<file path="src/eql_pkg.sv">
/*
 * Constants for the per-port egress queue 2 and queue 3 rate limit registers
 * and the reserved read-only test registers.
 * Assumes a byte-wide management register port in the switch core clock domain.
 */
package eql_pkg;

    // ----------------------------------------------------------------
    // geometry
    // ----------------------------------------------------------------
    localparam int unsigned NPORT      = 3;
    localparam int unsigned LIMIT_W    = 7;
    localparam int unsigned DATA_W     = 8;
    localparam int unsigned ADDR_W     = 8;

    // ----------------------------------------------------------------
    // register offsets, index 0 is switch port 2
    // ----------------------------------------------------------------
    localparam logic [NPORT-1:0][ADDR_W-1:0] Q2_LIMIT_OFF = {8'hED, 8'hDD, 8'hCD};
    localparam logic [NPORT-1:0][ADDR_W-1:0] Q3_LIMIT_OFF = {8'hEE, 8'hDE, 8'hCE};
    localparam logic [ADDR_W-1:0] TEST_RESERVED_A_OFF      = 8'hBF;
    localparam logic [ADDR_W-1:0] RESERVED_CONTROL_B_OFF   = 8'hCF;
    localparam logic [ADDR_W-1:0] TEST_RESERVED_C_OFF      = 8'hDF;
    localparam logic [ADDR_W-1:0] TEST_RESERVED_D_OFF      = 8'hEF;
    localparam logic [ADDR_W-1:0] TEST_RESERVED_E_OFF      = 8'hFF;

    // ----------------------------------------------------------------
    // reset and fixed values
    // ----------------------------------------------------------------
    localparam logic [LIMIT_W-1:0] LIMIT_RST               = 7'h00;
    localparam logic [DATA_W-1:0]  TEST_RESERVED_A_VAL     = 8'h80;
    localparam logic [DATA_W-1:0]  RESERVED_CONTROL_B_VAL  = 8'h15;
    localparam logic [DATA_W-1:0]  TEST_RESERVED_C_VAL     = 8'h0C;
    localparam logic [DATA_W-1:0]  TEST_RESERVED_D_VAL     = 8'h32;
    localparam logic [DATA_W-1:0]  TEST_RESERVED_E_VAL     = 8'h00;
    localparam logic [DATA_W-1:0]  UNMAPPED_VAL            = 8'h00;

    // ----------------------------------------------------------------
    // egress queue configuration of a port
    // ----------------------------------------------------------------
    typedef enum logic [1:0] {
        QM_ONE,
        QM_TWO,
        QM_FOUR
    } eql_qmode_e;

endpackage

</file>
<file path="src/eql_regs.sv">
/*
 * Egress queue 2 / queue 3 rate limit register bank for switch ports 2 to 4,
 * plus the fixed read-only test registers.
 * Assumes the register port and the queue mode inputs come from logic on sys_clk;
 * the shaper and the rate-select table sit outside and consume the outputs.
 */
`timescale 1ns/1ps

module eql_regs
    import eql_pkg::*;
(
    input  wire logic                                sys_clk,
    input  wire logic                                reset,
    input  wire logic [ADDR_W-1:0]                   reg_addr,
    input  wire logic                                reg_wr,
    input  wire logic [DATA_W-1:0]                   reg_wdata,
    input  wire logic                                reg_rd,
    output      logic [DATA_W-1:0]                   reg_rdata,
    output      logic                                reg_rvalid,
    input  wire eql_qmode_e [NPORT-1:0]              queue_mode,
    output      logic [NPORT-1:0][LIMIT_W-1:0]       q2_limit,
    output      logic [NPORT-1:0][LIMIT_W-1:0]       q3_limit,
    output      logic [NPORT-1:0]                    q2_lowest,
    output      logic [NPORT-1:0]                    q2_low,
    output      logic [NPORT-1:0]                    q3_exact,
    output      logic [NPORT-1:0]                    q_ratio
);

    // ----------------------------------------------------------------
    // address decode
    // ----------------------------------------------------------------
    function automatic logic [NPORT-1:0] port_hit(
        input logic [ADDR_W-1:0]             addr,
        input logic [NPORT-1:0][ADDR_W-1:0]  table_off
    );
        logic [NPORT-1:0] hit;
        hit = '0;
        for (int p = 0; p < NPORT; p++)
        begin
            hit[p] = (addr == table_off[p]);
        end
        return hit;
    endfunction

    logic [NPORT-1:0] q2_hit;
    logic [NPORT-1:0] q3_hit;

    always_comb
    begin
        q2_hit = port_hit(reg_addr, Q2_LIMIT_OFF);
        q3_hit = port_hit(reg_addr, Q3_LIMIT_OFF);
    end

    // ----------------------------------------------------------------
    // limit registers
    // ----------------------------------------------------------------
    logic [NPORT-1:0][LIMIT_W-1:0] q2_limit_r;
    logic [NPORT-1:0][LIMIT_W-1:0] q2_limit_nxt;
    logic [NPORT-1:0][LIMIT_W-1:0] q3_limit_r;
    logic [NPORT-1:0][LIMIT_W-1:0] q3_limit_nxt;

    generate
        for (genvar p = 0; p < NPORT; p++)
        begin : g_limit
            // bit 7 of the write data is dropped: the reserved bit has no storage
            always_comb
            begin
                q2_limit_nxt[p] = q2_limit_r[p];
                q3_limit_nxt[p] = q3_limit_r[p];
                if (reg_wr && q2_hit[p])
                begin
                    q2_limit_nxt[p] = reg_wdata[LIMIT_W-1:0];
                end
                if (reg_wr && q3_hit[p])
                begin
                    q3_limit_nxt[p] = reg_wdata[LIMIT_W-1:0];
                end
            end
        end
    endgenerate

    always_ff @(posedge sys_clk or posedge reset)
    begin
        if (reset)
        begin
            q2_limit_r <= {NPORT{LIMIT_RST}};
            q3_limit_r <= {NPORT{LIMIT_RST}};
        end
        else
        begin
            q2_limit_r <= q2_limit_nxt;
            q3_limit_r <= q3_limit_nxt;
        end
    end

    assign q2_limit = q2_limit_r;
    assign q3_limit = q3_limit_r;

    // ----------------------------------------------------------------
    // queue role flags for the shaper
    // ----------------------------------------------------------------
    logic [NPORT-1:0] q2_lowest_r;
    logic [NPORT-1:0] q2_lowest_nxt;
    logic [NPORT-1:0] q2_low_r;
    logic [NPORT-1:0] q2_low_nxt;
    logic [NPORT-1:0] q3_exact_r;
    logic [NPORT-1:0] q3_exact_nxt;
    logic [NPORT-1:0] q_ratio_r;
    logic [NPORT-1:0] q_ratio_nxt;

    // the illegal mode code is treated as single queue: no shaping roles at all
    always_comb
    begin
        for (int p = 0; p < NPORT; p++)
        begin
            q2_lowest_nxt[p] = 1'b0;
            q2_low_nxt[p]    = 1'b0;
            q3_exact_nxt[p]  = 1'b0;
            q_ratio_nxt[p]   = 1'b0;
            unique case (queue_mode[p])
                QM_FOUR:
                begin
                    q2_lowest_nxt[p] = 1'b1;
                    q3_exact_nxt[p]  = 1'b1;
                    q_ratio_nxt[p]   = 1'b1;
                end
                QM_TWO:
                begin
                    q2_low_nxt[p]    = 1'b1;
                    q_ratio_nxt[p]   = 1'b1;
                end
                QM_ONE:
                begin
                    q_ratio_nxt[p]   = 1'b0;
                end
                default:
                begin
                    q_ratio_nxt[p]   = 1'b0;
                end
            endcase
        end
    end

    always_ff @(posedge sys_clk or posedge reset)
    begin
        if (reset)
        begin
            q2_lowest_r <= '0;
            q2_low_r    <= '0;
            q3_exact_r  <= '0;
            q_ratio_r   <= '0;
        end
        else
        begin
            q2_lowest_r <= q2_lowest_nxt;
            q2_low_r    <= q2_low_nxt;
            q3_exact_r  <= q3_exact_nxt;
            q_ratio_r   <= q_ratio_nxt;
        end
    end

    assign q2_lowest = q2_lowest_r;
    assign q2_low    = q2_low_r;
    assign q3_exact  = q3_exact_r;
    assign q_ratio   = q_ratio_r;

    // ----------------------------------------------------------------
    // read path
    // ----------------------------------------------------------------
    logic [DATA_W-1:0] rdata_r;
    logic [DATA_W-1:0] rdata_nxt;
    logic              rvalid_r;
    logic              rvalid_nxt;

    // test registers are constants: writes to them find no storage
    always_comb
    begin
        rvalid_nxt = reg_rd;
        rdata_nxt  = UNMAPPED_VAL;
        if (reg_rd)
        begin
            unique case (reg_addr)
                TEST_RESERVED_A_OFF:    rdata_nxt = TEST_RESERVED_A_VAL;
                RESERVED_CONTROL_B_OFF: rdata_nxt = RESERVED_CONTROL_B_VAL;
                TEST_RESERVED_C_OFF:    rdata_nxt = TEST_RESERVED_C_VAL;
                TEST_RESERVED_D_OFF:    rdata_nxt = TEST_RESERVED_D_VAL;
                TEST_RESERVED_E_OFF:    rdata_nxt = TEST_RESERVED_E_VAL;
                default:
                begin
                    for (int p = 0; p < NPORT; p++)
                    begin
                        if (q2_hit[p])
                        begin
                            rdata_nxt = {1'b0, q2_limit_r[p]};
                        end
                        if (q3_hit[p])
                        begin
                            rdata_nxt = {1'b0, q3_limit_r[p]};
                        end
                    end
                end
            endcase
        end
    end

    always_ff @(posedge sys_clk or posedge reset)
    begin
        if (reset)
        begin
            rdata_r  <= UNMAPPED_VAL;
            rvalid_r <= 1'b0;
        end
        else
        begin
            rdata_r  <= rdata_nxt;
            rvalid_r <= rvalid_nxt;
        end
    end

    assign reg_rdata  = rdata_r;
    assign reg_rvalid = rvalid_r;

    // ----------------------------------------------------------------
    // checks
    // ----------------------------------------------------------------
    chk_q2_write: assert property (@(posedge sys_clk) disable iff (reset)
        (reg_wr && reg_addr == Q2_LIMIT_OFF[0]) |=> q2_limit[0] == $past(reg_wdata[LIMIT_W-1:0]))
        else $error("queue 2 limit did not take the written code");

    chk_q3_write: assert property (@(posedge sys_clk) disable iff (reset)
        (reg_wr && reg_addr == Q3_LIMIT_OFF[2]) |=> q3_limit[2] == $past(reg_wdata[LIMIT_W-1:0]))
        else $error("queue 3 limit did not take the written code");

    chk_q2_readback: assert property (@(posedge sys_clk) disable iff (reset)
        (reg_rd && !reg_wr && reg_addr == Q2_LIMIT_OFF[1]) ##1 (reg_rd && reg_addr == Q2_LIMIT_OFF[1])
        |=> reg_rvalid && reg_rdata[DATA_W-1] == 1'b0 && reg_rdata == $past(reg_rdata))
        else $error("limit readback unstable or bit 7 set");

    chk_test_a_fixed: assert property (@(posedge sys_clk) disable iff (reset)
        (reg_rd && reg_addr == TEST_RESERVED_A_OFF) |=> reg_rvalid && reg_rdata == TEST_RESERVED_A_VAL)
        else $error("test register a not 0x80");

    chk_ctrl_b_fixed: assert property (@(posedge sys_clk) disable iff (reset)
        (reg_wr && reg_addr == RESERVED_CONTROL_B_OFF) ##1 (reg_rd && reg_addr == RESERVED_CONTROL_B_OFF)
        |=> reg_rdata == RESERVED_CONTROL_B_VAL)
        else $error("reserved control register changed by write");

    chk_test_d_fixed: assert property (@(posedge sys_clk) disable iff (reset)
        (reg_rd && reg_addr == TEST_RESERVED_D_OFF) |=> reg_rdata == TEST_RESERVED_D_VAL)
        else $error("test register d not 0x32");

    chk_q2_role: assert property (@(posedge sys_clk) disable iff (reset)
        // the edge that releases reset still loads reset values, so it starts no attempt
        (!reset && queue_mode[0] == QM_TWO) |=> q2_low[0] && !q2_lowest[0] && !q3_exact[0])
        else $error("queue 2 role wrong in two-queue mode");

    chk_q3_exact: assert property (@(posedge sys_clk) disable iff (reset)
        !reset |=> q3_exact[1] == ($past(queue_mode[1]) == QM_FOUR))
        else $error("queue 3 exact flag does not follow four-queue mode");

    chk_ratio_use: assert property (@(posedge sys_clk) disable iff (reset)
        (queue_mode[2] == QM_ONE) |=> !q_ratio[2])
        else $error("ratio use flagged with a single queue");

    chk_rvalid_pulse: assert property (@(posedge sys_clk) disable iff (reset)
        reg_rd |=> reg_rvalid)
        else $error("read not answered in one cycle");

endmodule // eql_regs

</file>
<file path="config.mk">
export PLATFORM = sky130hd
export DESIGN_NAME = eql_regs
export DESIGN_NICKNAME = d
export VERILOG_FILES = /design/src/eql_pkg.sv /design/src/eql_regs.sv
export SDC_FILE = /design/constraint.sdc
export NUM_CORES = 1
export LEC_CHECK = 0
export BUFFER_PORTS_ARGS = -buffer_cell sky130_fd_sc_hd__buf_4
export CAP_MARGIN = 20
export CORE_MARGIN = 2
export CORE_UTILIZATION = 45
export DETAILED_ROUTE_END_ITERATION = 6
export HOLD_SLACK_MARGIN = 0.12
export PLACE_DENSITY = 0.79
export SLEW_MARGIN = 0
export SYNTH_ARGS = -nofsm -noshare
export SYNTH_HDL_FRONTEND = slang
export SYNTH_SLANG_ARGS = --single-unit
export TNS_END_PERCENT = 100
</file>
<file path="constraint.sdc">
create_clock -name sys_clk -period 5.9 [get_ports sys_clk]
set_clock_uncertainty 0.1 [all_clocks]
set_input_delay 1.77 -clock sys_clk [delete_from_list [all_inputs] [get_ports sys_clk]]
set_output_delay 1.77 -clock sys_clk [all_outputs]
set_load 0.02 [all_outputs]
</file>
==> results.py <==
metrics = {
    "synthesis": {
        "yosysWarnings": 0,
        "netlist_instances": 247,
        "synth_cell_type_count": 41,
        "netlist.top_cell.by_area": "dfrtp_1",
        "synth-seq-area-share_pct": 50.61,
        "synth_top_area_share_pct": 50.61,
        "syn_nets": 279,
        "syn_avg_cell_area_um2": 12.01,
        "synth.area.top_cells": "dfrtp_1, mux2_2, mux2_4",
        "yosys_register_bits": 60,
        "netlist_area_um2": 2967,
    },
    "hold_path": {
        "holdPathStages": 1,
        "min_to": "q2_limit[15]$_DFFE_PP0P_",
        "hp-start": "q2_limit[15]$_DFFE_PP0P_",
        "hold_class": "flop to flop",
    },
    "final_layout": {
        "final_area_um2": 3855,
        "layout-drive-gt1-share_pct": 45.18,
        "diodes": 0,
        "syn_to_final_growth_pct": 29.95,
        "fillers": 513,
        "nets": 359,
        "instances_no_fill": 409,
        "fin_util_pct": 60.71,
    },
    "floorplan": {
        "rows": 29,
        "dieArea_um2": 7258,
        "coreArea_um2": 6350,
        "start_util_pct": 46.72,
        "fp.dieW_um": 85.20,
        "io_pins": 89,
        "die_h_um": 85.20,
    },
    "route": {
        "via_per_inst": 5.689,
        "initialDrtViolationCount": 178,
        "avgRoutedWirePerCell_um": 18.31,
        "vias": 2327,
        "totalWireLength_um": 7490,
        "dr.pass1.iters": 4,
        "ant_nets": 0,
        "drc": 0,
    },
    "clock_network": {
        "cts_sinks": 60,
        "clk_pin_slew_worst_paths_ns": 0.06,
        "clkLatencyLatePin_ns": 0.34,
        "ctsResizeCount": 0,
        "cts_tree": "built",
        "cts_buffer_depth": 2,
        "cts_setup_buffers": 0,
        "numCtsBuffers": 9,
        "cts-root-buf": "clkbuf_8",
        "ctsHtreeMaxLevel": 3,
        "cts_hold_buf": 0,
    },
    "grt": {
        "grt_pass1_vias": 2419,
        "grt_usage_pct": 21.66,
        "grt_max_degree": 61,
        "overflow": 0,
        "antenna_found_initial": 0,
        "grt_pass1_wl_um": 12030,
    },
    "timing": {
        "hold_viol": 0,
        "fmaxAchievable_mhz": 312.1,
        "setup_viol": 0,
        "slew_violations": 0,
        "tightest_slew_ns": 0.7458,
        "finalSetupTns_ns": 0,
        "rsz0062_at_grt": "no",
        "period_share_pct": 54.31,
        "min_period_ns": 3.204,
        "fin_ws_ns": 2.696,
        "relSlewSlack_pct": 50.28,
    },
    "power_and_ir_drop": {
        "p_per_area_nw_per_um2": 273.4,
        "leakage_nw": 1.992,
        "peakVddDrop_v": 0.0001788,
    },
    "setup_path": {
        "crit_required_ns": 6.02,
        "startpoint_type": "input port",
        "cp_max_fo": 11,
        "critical_path_class": "input port to flop",
        "reg2reg_from": "q3_limit[4]$_DFFE_PP0P_",
        "cp.arrival_ns": 3.32,
        "r2r_end": "reg_rdata[4]$_DFF_PP0_",
        "r2r_cells": 4,
        "ff2ff_setup_slack_ns": 4.57,
        "endpoint_kind": "flop",
    },
    "place": {
        "routabilityCongestion": 0.8770,
        "hpwl_um": 5255,
        "dp_cells": 393,
        "pre_cts_ws_ns": 2.384,
        "port_buffers": 87,
        "postPlaceCellArea_um2": 3605,
    },
    "run": {
        "max_cap_violations": 0,
    },
    "run_status": {
        "outcome": "complete, no violations",
    },
}
-- per-layer routing --
metal  GRT usage [%]  vias to the layer above  share of wire, %
li1                -                     1062                 -
met1           27.22                     1166                42
met2           35.01                       87                50
met3           7.782                       12               7.1
met4           6.926                        0               1.4
met5               0                        -                 0
-- final cells by class --
cell class,count,area [um2],area share [%]
flip-flops and latches,60,1501,38.95
multi-input cells,150,1279,33.17
repair buffers,88,660.6,17.14
clock buffers,12,155.1,4.025
well taps,77,96.34,2.499
clock inverters,4,95.09,2.467
inverters,18,67.56,1.753
-- worst max-delay path, cell delays in order --
cell and delay, ns:
buf_4 0.13, and3b_1 0.47, and3_1 0.49, nand2_8 0.14, mux2_4 0.32
-- kinds of logic after synthesis --
family / Yosys count / share of synthesized area (%)
AO/OA/AOI/OAI: 63 / 15.98
adder cells (fa/ha/maj): 6 / 2.531
buffers and inverters: 37 / 6.284
flip-flops: 60 / 50.61
multiplexers: 35 / 14.17
AND/OR/NAND/NOR: 46 / 10.42
-- power by group --
group	internal, mW	switching (mW)	leakage, nW	total (mW)
Sequential	0.432	0.0149	0.783	0.447
Clock	0.303	0.160	0.127	0.463
Combinational	0.0629	0.0812	1.08	0.144
-- synth_stat cells --
library cell and n:
nand3_2 5, o32ai_1 7, and4_1 1, a221oi_1 6, clkbuf_1 3, nor3_1 2, nand2_8 1, nand4b_1 2
and4b_4 1, or2_1 1, o21a_1 7, o22a_1 6, o221ai_1 5, and3_1 1, nand3b_1 1, inv_1 18
nor2_1 9, nor3_2 2, nand3_1 2, nand2b_1 1, a211oi_2 1, buf_6 2, a21o_1 7, buf_2 8
and4b_1 2, a211oi_1 1, o31ai_1 1, and3b_1 1, or2b_1 1, nand4b_2 1, mux2_4 7, mux2_2 28
a21oi_1 7, o21ai_0 7, buf_4 6, dfrtp_1 60, a41oi_1 1, or3_1 1, ha_1 6, nand2_1 11
o211ai_1 7
-- sequential cells by signal, indices dropped and copies added, names as in the netlist --
register,flops
q2_limit,21
reg_rdata,8
q_ratio,3
q3_limit,21
reg_rvalid,1
q3_exact,3
q2_low,3
-- stage by stage --
step,power (mW),hold WS (ns)
2_1_floorplan,0.5340,0.5430
3_3_place_gp,0.5952,0.4198
3_5_place_dp,0.5989,0.4225
4_1_cts,1.061,0.4370
5_1_grt,1.092,0.4638
6_report,1.054,0.4367
-- worst max path at each step --
stage                 from                        to  slack [ns]  depth (start not counted)
3_3_place_gp   reg_addr[5]   q3_limit[7]$_DFFE_PP0P_        2.40                          5
3_5_place_dp   reg_addr[5]   q3_limit[9]$_DFFE_PP0P_        2.38                          5
5_1_grt        reg_addr[5]    reg_rdata[4]$_DFF_PP0_        2.58                          5
6_report       reg_addr[5]  q3_limit[10]$_DFFE_PP0P_        2.70                          5
4_1_cts        reg_addr[4]  q2_limit[19]$_DFFE_PP0P_        2.74                          4
2_1_floorplan        reset   q2_limit[0]$_DFFE_PP0P_        2.55                          1
-- cell usage in the layout, fill, tap and decap left out, types with 2 or more instances in the layout --
cell type  Yosys  routed
buf_4          6      88
dfrtp_1       60      60
mux2_2        28      28
inv_1         18      17
nand2_1       11      11
clkbuf_8       0      11
nor2_1         9       9
mux2_4         7       7
o21ai_0        7       7
o21a_1         7       7
o32ai_1        7       7
o211ai_1       7       7
a21o_1         7       7
a21oi_1        7       7
a221oi_1       6       6
o22a_1         6       6
ha_1           6       6
nand3_2        5       5
o221ai_1       5       5
bufinv_16      0       3
and4b_1        2       2
nor3_2         2       2
nor3_1         2       2
nand3_1        2       2
nand4b_1       2       2
No activity file was read; power rests on OpenSTA's default activity.
